===== src/common/mrt_pkg.sv =====
// shared constants and carriers for the refresh slot and talk interrupt block
package mrt_pkg;

    // refresh slot timing, in core steps
    localparam int unsigned REFRESH_PERIOD   = 255;
    localparam int unsigned REFRESH_PROC     = 20;
    localparam int unsigned REFRESH_CNT_W    = 8;

    // diagnostic entry sequence values
    localparam logic [7:0]  DIAG_A_ENTRY     = 8'h1a;
    localparam logic [15:0] SMR_ENTRY        = 16'h007f;
    localparam logic [3:0]  DIAG_B_ISOLATED  = 4'h4;
    localparam logic [3:0]  DIAG_B_DIAG      = 4'h0;
    localparam logic [3:0]  DIAG_B_NORMAL    = 4'h5;

    // field positions
    localparam int unsigned SMR_TALK_CLR_BIT = 1;
    localparam int unsigned DIAG_B_STEP_BIT  = 3;

    // reset values
    localparam logic [7:0]  REFRESH_CNT_RST  = 8'h00;
    localparam logic [15:0] SMR_RST          = 16'h0000;

    // diagnostic status flags seen by the host
    typedef struct packed {
        logic refresh_seen;
        logic refresh_sync;
        logic refresh_busy;
        logic diag_mode;
        logic isolated;
    } mrt_diag_stat_t;

    // entry sequence tracker
    typedef enum logic [1:0] {
        MRT_SEQ_IDLE = 2'b00,
        MRT_SEQ_GOT_A = 2'b01,
        MRT_SEQ_GOT_S = 2'b10
    } mrt_seq_t;

endpackage


===== src/rtl/mrt_refresh_talk.sv =====
// refresh counter, refresh slot and display talk interrupt
// Notes on behaviour
// - refresh slots start every 255 core steps
// - counter readback is valid only while the slot is at its sync point
// - a detected refresh slot completes within 20 core steps
// - each bit of the counter low byte is writable and reads back unchanged
// - talk interrupt raised when data ready pulses high then returns low
// - writing one to bit 1 of the status and mode register clears it
// - diagnostic entry: 1a to port a, 007f to mode register, 4 to port b
// - refresh occurrence flagged in diagnostic status; slot recurs unasked
`timescale 1ns/1ps
module mrt_refresh_talk (
    // clock and reset
    input  wire logic                   ref_clk_i,
    input  wire logic                   sys_rst_i,
    // host write strobes, same clock domain
    input  wire logic                   diag_a_we_i,
    input  wire logic [7:0]             diag_a_wdata_i,
    input  wire logic                   diag_b_we_i,
    input  wire logic [3:0]             diag_b_wdata_i,
    input  wire logic                   status_mode_register_we_i,
    input  wire logic [15:0]            status_mode_register_wdata_i,
    input  wire logic                   refresh_cnt_we_i,
    input  wire logic [7:0]             refresh_cnt_wdata_i,
    // display processor handshake pin
    input  wire logic                   display_data_ready_i,
    // readback and events
    output logic [7:0]                  diag_readback_o,
    output logic                        diag_readback_valid_o,
    output mrt_pkg::mrt_diag_stat_t     diag_stat_o,
    output logic                        refresh_grant_o,
    output logic                        talk_irq_o
);
    import mrt_pkg::*;

    // core state; all outputs further down are flops, so none can glitch
    logic [7:0]  refresh_cnt_r;
    logic [7:0]  slot_cnt_r;
    logic [4:0]  proc_cnt_r;
    logic        busy_r;
    logic        seen_r;
    logic        diag_r;
    logic        iso_r;
    logic        step_last_r;
    logic        rdy_meta_r;
    logic        rdy_sync_r;
    logic        rdy_high_r;
    logic        talk_r;
    logic        adv;
    logic        sync_pt;
    logic        talk_clr;
    logic        talk_set;
    mrt_seq_t    seq_r;

    ////////////////////////////////////////////////////////////////////////
    // step enable: free running normally, one edge of the step bit in diag
    always_ff @(posedge ref_clk_i) begin
        if (sys_rst_i) begin
            step_last_r <= 1'b0;
        end else if (diag_b_we_i) begin
            step_last_r <= diag_b_wdata_i[DIAG_B_STEP_BIT];
        end
    end

    // the step bit must fall again before another pulse counts
    // a rising step bit is exactly one core step
    assign adv = diag_r ? (diag_b_we_i && diag_b_wdata_i[DIAG_B_STEP_BIT]
                           && !step_last_r) : 1'b1;

    ////////////////////////////////////////////////////////////////////////
    // diagnostic entry sequence; order matters, any stray write to port a, port b or the mode register restarts it
    // the normal value on port b outside the sequence leaves diagnostics
    always_ff @(posedge ref_clk_i) begin
        if (sys_rst_i) begin
            seq_r  <= MRT_SEQ_IDLE;
            diag_r <= 1'b0;
            iso_r  <= 1'b0;
        end else begin
            if (diag_a_we_i) begin
                seq_r <= (diag_a_wdata_i == DIAG_A_ENTRY) ? MRT_SEQ_GOT_A
                                                          : MRT_SEQ_IDLE;
            end else if (status_mode_register_we_i) begin
                seq_r <= (seq_r == MRT_SEQ_GOT_A &&
                          status_mode_register_wdata_i == SMR_ENTRY)
                         ? MRT_SEQ_GOT_S : MRT_SEQ_IDLE;
            end else if (diag_b_we_i) begin
                seq_r <= MRT_SEQ_IDLE;
                if (seq_r == MRT_SEQ_GOT_S) begin
                    // enter plain or isolated diagnostic mode
                    diag_r <= (diag_b_wdata_i == DIAG_B_DIAG) ||
                              (diag_b_wdata_i == DIAG_B_ISOLATED);
                    iso_r  <= (diag_b_wdata_i == DIAG_B_ISOLATED);
                end else if (diag_b_wdata_i == DIAG_B_NORMAL) begin
                    diag_r <= 1'b0;
                    iso_r  <= 1'b0;
                end
            end
        end
    end

    ////////////////////////////////////////////////////////////////////////
    // refresh slot timer; recurs with no request at all
    // counts 0..254 and wraps, so slot starts lie 255 steps apart
    assign sync_pt = (slot_cnt_r == 8'(REFRESH_PERIOD - 1));

    always_ff @(posedge ref_clk_i) begin
        if (sys_rst_i) begin
            slot_cnt_r <= 8'h00;
        end else if (adv) begin
            slot_cnt_r <= sync_pt ? 8'h00 : slot_cnt_r + 8'h01;
        end
    end

    // processing window after each slot start
    // 20 steps of work; a new slot start would restart the count
    always_ff @(posedge ref_clk_i) begin
        if (sys_rst_i) begin
            busy_r     <= 1'b0;
            proc_cnt_r <= 5'h00;
        end else if (adv) begin
            if (sync_pt) begin
                busy_r     <= 1'b1;
                proc_cnt_r <= 5'h00;
            end else if (busy_r) begin
                proc_cnt_r <= proc_cnt_r + 5'h01;
                if (proc_cnt_r == 5'(REFRESH_PROC - 1)) begin
                    busy_r <= 1'b0; // done within 20 steps
                end
            end
        end
    end

    // sticky occurrence flag, cleared by leaving diagnostics
    always_ff @(posedge ref_clk_i) begin
        if (sys_rst_i) begin
            seen_r <= 1'b0;
        end else if (adv && sync_pt) begin
            seen_r <= 1'b1;
        end else if (!diag_r) begin
            seen_r <= 1'b0;
        end
    end

    ////////////////////////////////////////////////////////////////////////
    // refresh row counter; host write wins over the advance on a slot
    // the price: a write in the wrap cycle drops that one advance
    always_ff @(posedge ref_clk_i) begin
        if (sys_rst_i) begin
            refresh_cnt_r <= REFRESH_CNT_RST;
        end else if (refresh_cnt_we_i) begin
            refresh_cnt_r <= refresh_cnt_wdata_i;
        end else if (adv && sync_pt && !diag_r) begin
            // frozen in diagnostics so written patterns read back intact
            refresh_cnt_r <= refresh_cnt_r + 8'h01;
        end
    end

    ////////////////////////////////////////////////////////////////////////
    // readback port and grant pulse
    // the count is gated to zero away from sync so no stale value shows
    always_ff @(posedge ref_clk_i) begin
        if (sys_rst_i) begin
            diag_readback_o       <= 8'h00;
            diag_readback_valid_o <= 1'b0;
            refresh_grant_o       <= 1'b0;
            diag_stat_o           <= '0;
        end else begin
            diag_readback_valid_o <= sync_pt;
            diag_readback_o       <= sync_pt ? refresh_cnt_r : 8'h00;
            refresh_grant_o       <= adv && sync_pt;
            diag_stat_o           <= '{refresh_seen: seen_r,
                                       refresh_sync: sync_pt,
                                       refresh_busy: busy_r,
                                       diag_mode:    diag_r,
                                       isolated:     iso_r};
        end
    end

    ////////////////////////////////////////////////////////////////////////
    // data ready pin synchroniser, first stage read only by the second
    // the pin runs on the display side's timing, hence two stages
    always_ff @(posedge ref_clk_i) begin
        if (sys_rst_i) begin
            rdy_meta_r <= 1'b0;
            rdy_sync_r <= 1'b0;
            rdy_high_r <= 1'b0;
        end else begin
            rdy_meta_r <= display_data_ready_i;
            rdy_sync_r <= rdy_meta_r;
            rdy_high_r <= rdy_sync_r;
        end
    end

    // the falling edge ends the high pulse
    assign talk_set = rdy_high_r && !rdy_sync_r;
    assign talk_clr = status_mode_register_we_i &&
                      status_mode_register_wdata_i[SMR_TALK_CLR_BIT];

    // sticky request; a new pulse beats a clear in the same cycle
    // a clear with nothing pending leaves the flag low
    always_ff @(posedge ref_clk_i) begin
        if (sys_rst_i) begin
            talk_r <= 1'b0;
        end else if (talk_set) begin
            talk_r <= 1'b1;
        end else if (talk_clr) begin
            talk_r <= 1'b0;
        end
    end

    ////////////////////////////////////////////////////////////////////////
    // interrupt pin straight from a flop; costs one cycle of latency
    always_ff @(posedge ref_clk_i) begin
        if (sys_rst_i) begin
            talk_irq_o <= 1'b0;
        end else begin
            talk_irq_o <= talk_r;
        end
    end

endmodule // mrt_refresh_talk


===== config.mk =====
export PLATFORM = sky130hd
export DESIGN_NAME = mrt_refresh_talk
export DESIGN_NICKNAME = d
export VERILOG_FILES = /design/src/common/mrt_pkg.sv /design/src/rtl/mrt_refresh_talk.sv
export SDC_FILE = /design/constraint.sdc
export NUM_CORES = 1
export LEC_CHECK = 0
export BUFFER_PORTS_ARGS = -buffer_cell sky130_fd_sc_hd__clkbuf_2
export CORE_ASPECT_RATIO = 0.75
export CORE_MARGIN = 1
export CORE_UTILIZATION = 45
export CTS_CLUSTER_DIAMETER = 100
export DETAILED_ROUTE_END_ITERATION = 12
export GPL_TIMING_DRIVEN = 0
export MAX_ROUTING_LAYER = met4
export PLACE_DENSITY = 0.83
export SLEW_MARGIN = 0
export SYNTH_ARGS = -nofsm -noshare
export SYNTH_HDL_FRONTEND = slang
export SYNTH_SLANG_ARGS = --single-unit

===== constraint.sdc =====
create_clock -name ref_clk_i -period 1.6 [get_ports ref_clk_i]
set_clock_uncertainty 0.2 [all_clocks]
set_input_delay 0.08 -clock ref_clk_i [delete_from_list [all_inputs] [get_ports ref_clk_i]]
set_output_delay 0.08 -clock ref_clk_i [all_outputs]
set_load 0.02 [all_outputs]

==> impl_metrics.ini, run 1 <==
[synthesis]
synth_commonest_cells = 47 x dfxtp_1, 20 x nor2_1, 15 x xnor2_1
synth_ff_type = dfxtp_1
synthesis.nets = 258
syn_area_um2 = 1968
yosysMostFrequentCell = dfxtp_1
syn_area_per_cell_um2 = 9.328
synth_cells = 211
synth_adder_area_share_pct = 2.543
synth_mux_area_share_pct = 1.653
post-synth-top-area-cell = dfxtp_1
synth-edff-count = 0
synth_compound_area_share_pct = 11.19
ys_seq_area_share_pct = 47.81
ys_ff_latch = 47
yosys.area_share.simple_pct = 27.08
synthDistinctLibCells = 38
yosysWarnings = 0
synth_top_area_share_pct = 47.81
synthArstFlopShare_pct = 0
synthXorXnorAreaFrac_pct = 6.675
netlist_top_cells_area = dfxtp_1 48%, xnor2_1 6.7%, nor2_1 3.8%
synth_top_family_by_area = simple AND/OR/NAND/NOR gates

[detailed_routing]
avgViaCountPerCell = 5.440
drt_iter0_drc = 108
drc = 0
ant_nets = 0
wl_um = 5917
drtPass1Iterations = 4
wl_per_cell_um = 15.69
num_vias = 2051

[setup_path]
reg2reg_slack_ns = -0.12
critical_path.endpoint_type = register
max_stage_delay_ns = 0.42
rr_worst_depth = 5
cp_max_fo = 4
crit_type = register to register
crit_slowest_cell = or4_4
cp.required_ns = 1.64
crit_buf_inv = 0
arrival_ns = 1.75
cp-start-kind = register
cp_top_family = simple AND/OR/NAND/NOR gates
worstPathCellList = ha_4 -> and3_4 -> a21oi_4 -> or4_4 -> a21oi_2
crit_cells = 5

[cts]
cts_buffers = 5
clockBufferDepth = 2
clock-sinks = 47
insertion_delay_ns = 0.30
htreeDepth = 2
cts_tree = built
cts.clk_slew.worst_paths_ns = 0.08
cts_root_buf = clkbuf_8

[sta]
fmax_mhz = 583.0
fin_crit_sh_pct = 107.2
worst_slack_ns = -0.1152
grt_setup_unrepaired = yes
max_slew_margin_pct = 62.13
setup_viol = 8
whs_ns = -0.05021
worst_pin_slew_ns = 0.5680
fin_setup_tns_ns = -0.4383
finalHoldViolations = 1
drv_slew = 0
post-route-min-period_ns = 1.715

[job]
drv_cap = 0

[grt]
overflow = 0
grt.total_usage_pct = 24.84
grt_pass1_vias = 1804
antenna_found_initial = 2
grt_max_degree = 14
grt_pass1_wl_um = 8369

[power_and_ir_drop]
clkPwrFrac_pct = 34.4
p_int_w = 0.001735
pwr_density_cell_nw_per_um2 = 741.5
power_w = 0.002255
seqPwrFrac_pct = 54.3
switchingPower_w = 0.0005208
peakVddDrop_mv = 0.4947
p_leak_nw = 1.254
switching_share_pct = 23.09
pwr-share-comb_pct = 11.3

[hold_path]
hp-class = input pin to register
holdPathStages = 3

[floorplanning]
die_y_um = 59.28
core_area_um2 = 4129
dieWidth_um = 78.37
initial_core_util_pct = 47.67
ios = 59
die_area_um2 = 4645
fp-row-count = 20

[final_layout]
final_nets = 366
syn_to_final_growth_pct = 54.55
drive_gt1_share_pct = 37.19
nFillCells = 287

[outcome]
status = finished with violations
violations = negative hold slack, negative setup slack

[place]
portBuffers = 58
gp_routability_congestion = 0.8129
dp_hpwl_um = 2972
-- metrics by stage --
stage / hold slack, ns / utilization, % / setup WS, ns / area [um2] / std cells
floorplan: -0.03993 / - / 0.003602 / 1999 / 211
global placement: 0.09848 / 57.12 / -0.1878 / 2359 / 324
detailed placement: 0.1058 / 57.12 / -0.2104 / 2359 / 324
CTS: 0.03203 / 70.79 / -0.1004 / 2923 / 374
global route: 0.01102 / 73.67 / -0.2100 / 3042 / 377
finish: -0.05021 / 73.67 / -0.1152 / 3042 / 377
-- timing repair --
item / 4_1_cts / 5_1_grt
gates cloned: 1 / 0
resized for setup: 15 / 29
hold endpoints to repair: 19 / 0
buffers inserted: 6 / 4
endpoints found under the setup margin: 30 / 33
pin swaps: 6 / 15
hold buffers: 35 / 0
-- state kept, by name, indices dropped and copies added, names as in the netlist --
register and count:
refresh_grant_o 1, rdy_meta_r 1, diag_stat_o 5, step_last_r 1, busy_r 1, diag_readback_o 8, rdy_high_r 1, slot_cnt_r 8
seq_r 2, seen_r 1, iso_r 1, refresh_cnt_r 8, diag_r 1, talk_r 1, proc_cnt_r 5, rdy_sync_r 1
talk_irq_o 1
-- power groups by stage --
stage | combinational (W) | clock (W) | sequential (W)
floorplan | 0.0000813 | 0 | 0.00125
global placement | 0.000153 | 0 | 0.00125
detailed placement | 0.000156 | 0 | 0.00125
CTS | 0.000232 | 0.000784 | 0.00122
global route | 0.000277 | 0.000838 | 0.00123
finish | 0.000256 | 0.000775 | 0.00122
-- worst reg2reg max path, cell delays in order (launching register included) --
cell and delay, ns:
dfxtp_2 0.39, ha_4 0.16, and3_4 0.24, a21oi_4 0.08, or4_4 0.43, a21oi_2 0.15
-- layout make-up --
type                       instances  area (um2)  share of cell area, %
buffer                             6       33.78                  1.111
sequential                        47       960.9                  31.59
timing repair buffer             100       689.4                  22.67
antenna                            2       5.005                 0.1645
tap                               55       68.82                  2.262
multi-input combinational        152        1157                  38.05
clock buffer                       8       100.1                  3.291
inverter                           7       26.28                 0.8638
-- cell usage in the layout (no fill, tap or decap), types with 2 or more instances in the layout --
master	instances
nor2b_1	10
nand2_1	11
buf_4	10
clkbuf_1	4
xnor2_1	15
a211oi_1	8
buf_6	2
ha_1	2
nand3_1	8
nor2_1	19
a21o_1	2
a21oi_1	7
o21ai_4	2
nor3_2	4
dfxtp_4	3
dfxtp_2	7
nand4b_1	4
a21oi_2	4
nand4_1	5
and2_1	9
nor3_1	3
nor4_1	5
clkbuf_2	58
dlygate4sd3_1	32
clkbuf_8	7
o21ai_0	3
nor4_4	2
dfxtp_1	37
o31ai_2	2
diode_2	2
or4_4	2
mux2_2	2
inv_1	6
-- final timing paths --
path              endpoint           from
max          proc_cnt_r[4]  slot_cnt_r[1]
max reg2reg  proc_cnt_r[4]  slot_cnt_r[1]
min            step_last_r    diag_b_we_i
min reg2reg     rdy_sync_r     rdy_meta_r
-- cell families after synthesis --
group,count (synthesis)
and+or+nand+nor,95
DFF,47
AOI/OAI and AO/OA,34
xor gates and xnor gates,15
buffers and inverters,13
adders and majority gates,4
muxes,3
-- layer usage --
metal	routed length, um	track usage, %	vias up
li1	-	-	972
met1	2382	28.24	959
met2	2935	42.23	97
met3	383	4.923	23
met4	216	12.96	0
met5	0	-	-
(Power assumes the default switching activity.)
==> run 2, diff against run 1 <==
CORE_ASPECT_RATIO = not set   (was 0.75)
MAX_ROUTING_LAYER = not set   (was met4)
SETUP_SLACK_MARGIN = 0.05   (was not set)
==> impl_metrics.ini, run 2 (synthesized netlist as in run 1, its figures left out) <==
[outcome]
status = finished with violations
violations = negative hold slack, negative setup slack

[floorplanning]
initial_core_util_pct = 48.16
die_area_um2 = 4642
core_area_um2 = 4086
dieWidth_um = 68.14
fp-row-count = 23
die_y_um = 68.14
ios = 59

[power_and_ir_drop]
p_leak_nw = 1.341
peakVddDrop_mv = 0.4671
pwr_density_cell_nw_per_um2 = 700.5

[setup_path]
crit_type = register to register
arrival_ns = 1.77
worstPathCellList = inv_2 -> ha_4 -> nand3_4 -> nor3_4 -> buf_4 -> xnor2_2 -> a211oi_1
max_stage_delay_ns = 0.33
cp_top_family = simple AND/OR/NAND/NOR gates
critical_path.endpoint_type = register
cp_max_fo = 4
crit_slowest_cell = dfxtp_2
crit_buf_inv = 2
cp.required_ns = 1.62
cp-start-kind = register

[hold_path]
hp-class = input pin to register

[place]
dp_slack_ns = -0.2425
gp_routability_congestion = 0.8305
placed_cell_area_um2 = 2357
portBuffers = 58
dp_hpwl_um = 2996
place_inst = 319

[final_layout]
top_regs = diag_readback_o (8), refresh_cnt_r (8), slot_cnt_r (8)
multi_input_area_um2 = 1212
design_area_um2 = 3207
final_common_cell = clkbuf_2
drive_gt1_share_pct = 40.42
final_cells = 384
nFillCells = 222
mostFrequentLayoutCells = 59 x clkbuf_2, 37 x dlygate4sd3_1, 35 x dfxtp_1, 17 x nor2_1
n_antenna_cell = 0
final_nets = 380
regArea_um2 = 970.9
syn_to_final_growth_pct = 62.94

[cts]
cts_tree = built
htreeDepth = 2
clock-sinks = 47
insertion_delay_ns = 0.32
cts_buffers = 5
clockBufferDepth = 2
cts_root_buf = clkbuf_8
cts.clk_slew.worst_paths_ns = 0.10

[sta]
max_slew_margin_pct = 61.19
fin_crit_sh_pct = 108.9
finalHoldViolations = 1
setup_viol = 14
grt_setup_unrepaired = yes
fmax_mhz = 573.9
worst_slack_ns = -0.1424
whs_ns = -0.05902
drv_slew = 0
post-route-min-period_ns = 1.742
worst_pin_slew_ns = 0.5822

[grt]
overflow = 0
grt_max_degree = 15
antenna_found_initial = 1
grt_pass1_vias = 2100
grt.total_usage_pct = 29.01
grt_pass1_wl_um = 9625

[detailed_routing]
ant_nets = 0
num_vias = 2239
wl_per_cell_um = 19.80
drtPass1Iterations = 5
wl_um = 7604
drc = 0
drt_iter0_drc = 204
avgViaCountPerCell = 5.831

[job]
drv_cap = 0
==> run 2: repair_timing <==
action,CTS,global route
gates cloned,2,0
gates resized for setup,25,38
setup buffers,8,10
hold buffers,38,0
hold endpoints to repair,19,0
pin swaps,15,31
endpoints found under the setup margin,31,34
==> run 2: per-layer routing <==
layer  wire length [um]  vias up  share of wire [%]  GRT usage, %
li1                   -      998                  -             -
met1               2538     1065                 33         27.73
met2               4017      118                 53         48.41
met3                520       56                6.8         11.00
met4                510        2                6.7         25.26
met5                 17        -               0.22             0
==> run 2: final timing paths <==
kind	startpoint	endpoint	slack, ns	depth (start not counted)
setup / recovery	slot_cnt_r[0]	refresh_cnt_r[0]	-0.14	7
hold / removal	diag_b_we_i	step_last_r	-0.06	3
setup reg to reg	slot_cnt_r[0]	refresh_cnt_r[0]	-0.14	7
hold reg to reg	rdy_meta_r	rdy_sync_r	0.26	1
==> run 2: metrics by stage <==
step / power [W] / utilization (%) / TNS, ns
after detailed placement: 0.001408 / 57.69 / -5.142
final: 0.002246 / 78.48 / -0.7146
after global placement: 0.001402 / 57.69 / -4.003
after CTS: 0.002176 / 73.21 / -0.2609
after global routing: 0.002331 / 78.48 / -2.347
after floorplan: 0.001326 / - / 0
==> run 2: power breakdown <==
group | switching, W | internal [W] | total [W] | leakage [nW]
Sequential | 0.0000323 | 0.00119 | 0.00122 | 0.389
Clock | 0.000425 | 0.000306 | 0.000732 | 0.0412
Combinational | 0.000131 | 0.000160 | 0.000291 | 0.911
Total | 0.000589 | 0.00166 | 0.00225 | 1.34
==> run 2: tightest hold or removal path, delay by kind of cell <==
kind | cells | cell delay [ns]
buffers and inverters | 1 | 0.16
muxes | 1 | 0.09
and+or+nand+nor | 1 | 0.08
==> run 2: final cells by class <==
class / instances / area share [%]
timing repair buffer: 113 / 25.40
inverter: 7 / 0.8194
sequential: 47 / 30.28
clock inverter: 2 / 0.3902
tap: 50 / 1.951
clock buffer: 6 / 2.263
multi-input combinational: 153 / 37.81
buffer: 6 / 1.092
==> run 3, diff against run 2 <==
SETUP_SLACK_MARGIN = 0.2   (was 0.05)
TNS_END_PERCENT = 20   (was not set)
==> impl_metrics.ini, run 3 (synthesized netlist as in run 1, its figures left out) <==
[job]
drv_cap = 0

[grt]
antenna_found_initial = 1
grt.total_usage_pct = 31.78
grt_max_degree = 16
grt_pass1_wl_um = 10360
overflow = 0
grt_pass1_vias = 2155

[outcome]
status = finished with violations
violations = negative setup slack

[setup_path]
critical_path.endpoint_type = register
cp.required_ns = 1.64
cp-start-kind = register
arrival_ns = 1.75
crit_type = register to register
cp_max_fo = 6

[floorplanning]
ios = 59
core_area_um2 = 4086
die_y_um = 68.14
die_area_um2 = 4642
dieWidth_um = 68.14
fp-row-count = 23
initial_core_util_pct = 48.16

[sta]
fmax_mhz = 585.5
drv_slew = 0
setup_viol = 9
worst_slack_ns = -0.1080
whs_ns = 0.04677
max_slew_margin_pct = 58.84
post-route-min-period_ns = 1.708
grt_setup_unrepaired = yes
finalHoldViolations = 0
fin_crit_sh_pct = 106.8
worst_pin_slew_ns = 0.6174
fin_setup_tns_ns = -0.5809

[cts]
htreeDepth = 2
cts_tree = built
insertion_delay_ns = 0.32
clock-sinks = 47
cts_root_buf = clkbuf_8
clockBufferDepth = 2
cts.clk_slew.worst_paths_ns = 0.11
cts_buffers = 5

[detailed_routing]
num_vias = 2224
wl_per_cell_um = 19.35
wl_um = 7488
drt_iter0_drc = 342
drc = 0
avgViaCountPerCell = 5.747
drtPass1Iterations = 4
ant_nets = 0

[final_layout]
final_cells = 387
top_regs = diag_readback_o (8), refresh_cnt_r (8), slot_cnt_r (8)
mostFrequentLayoutCells = 59 x clkbuf_2, 43 x dlygate4sd3_1, 34 x dfxtp_1, 19 x nor2_1, 14 x xnor2_1
nFillCells = 224
drive_gt1_share_pct = 39.70
syn_to_final_growth_pct = 65.92
final_common_cell = clkbuf_2
final_nets = 381

[place]
gp_routability_congestion = 0.8372
place_inst = 319
dp_hpwl_um = 3065
portBuffers = 58

[power_and_ir_drop]
pwr_density_cell_nw_per_um2 = 714.9
peakVddDrop_mv = 0.5180
p_leak_nw = 1.344
power_w = 0.002335

[hold_path]
hp-class = input pin to register
-- run 3: worst max-delay path, stage by stage (launching register included) --
cell and delay (ns):
dfxtp_4 0.38, nand4b_1 0.19, buf_4 0.18, nor4_2 0.27
xnor2_1 0.13, a211oi_1 0.25
-- run 3: final cells by class --
cell class              count  area (um2)  share of cell area (%)
flip-flops and latches     47       972.2                   29.77
multi-input cells         152        1232                   37.74
diodes                      2       5.005                  0.1533
clock buffers               6       82.58                   2.529
repair buffers            115       833.3                   25.52
inverters                   7       26.28                  0.8046
well taps                  50       62.56                   1.916
clock inverters             2       16.27                  0.4981
plain buffers               6       35.03                   1.073
-- run 3: per-stage QoR --
step           area (um2)  setup WS, ns  utilization [%]
2_1_floorplan        2012      0.003605                -
3_3_place_gp         2365       -0.2002            57.87
3_5_place_dp         2365       -0.2633            57.87
4_1_cts              3023      -0.03293            73.97
5_1_grt              3263       -0.2308            79.85
6_report             3266       -0.1080            79.91
-- run 3: path summary, 6_finish.rpt --
check         startpoint                to  slack, ns  depth (start not counted)
max               diag_r  refresh_cnt_r[7]      -0.11                          5
min          diag_a_we_i          seq_r[0]       0.05                          4
max reg2reg       diag_r  refresh_cnt_r[7]      -0.11                          5
min reg2reg       seen_r    diag_stat_o[4]       0.27                          1
-- run 3: where the power goes --
group | internal, W | switching [W]
clock | 0.000354 | 0.000446
combinational | 0.000173 | 0.000135
sequential | 0.00119 | 0.0000356
total | 0.00172 | 0.000617
-- run 3: what timing repair did --
action / 4_1_cts / 5_1_grt
hold endpoints to repair: 19 / 0
buffers inserted: 7 / 7
pin swaps: 14 / 27
cloned: 1 / 0
setup endpoints to repair: 35 / 37
gates resized for setup: 19 / 41
hold buffers: 43 / 0
-- run 3: layer usage --
layer	track usage, %	up-vias	part of all wire, %
met5	0	-	0
met2	55.88	124	52
met4	18.75	0	5.5
met3	9.000	44	5.6
met1	33.33	1056	37
li1	-	1000	-
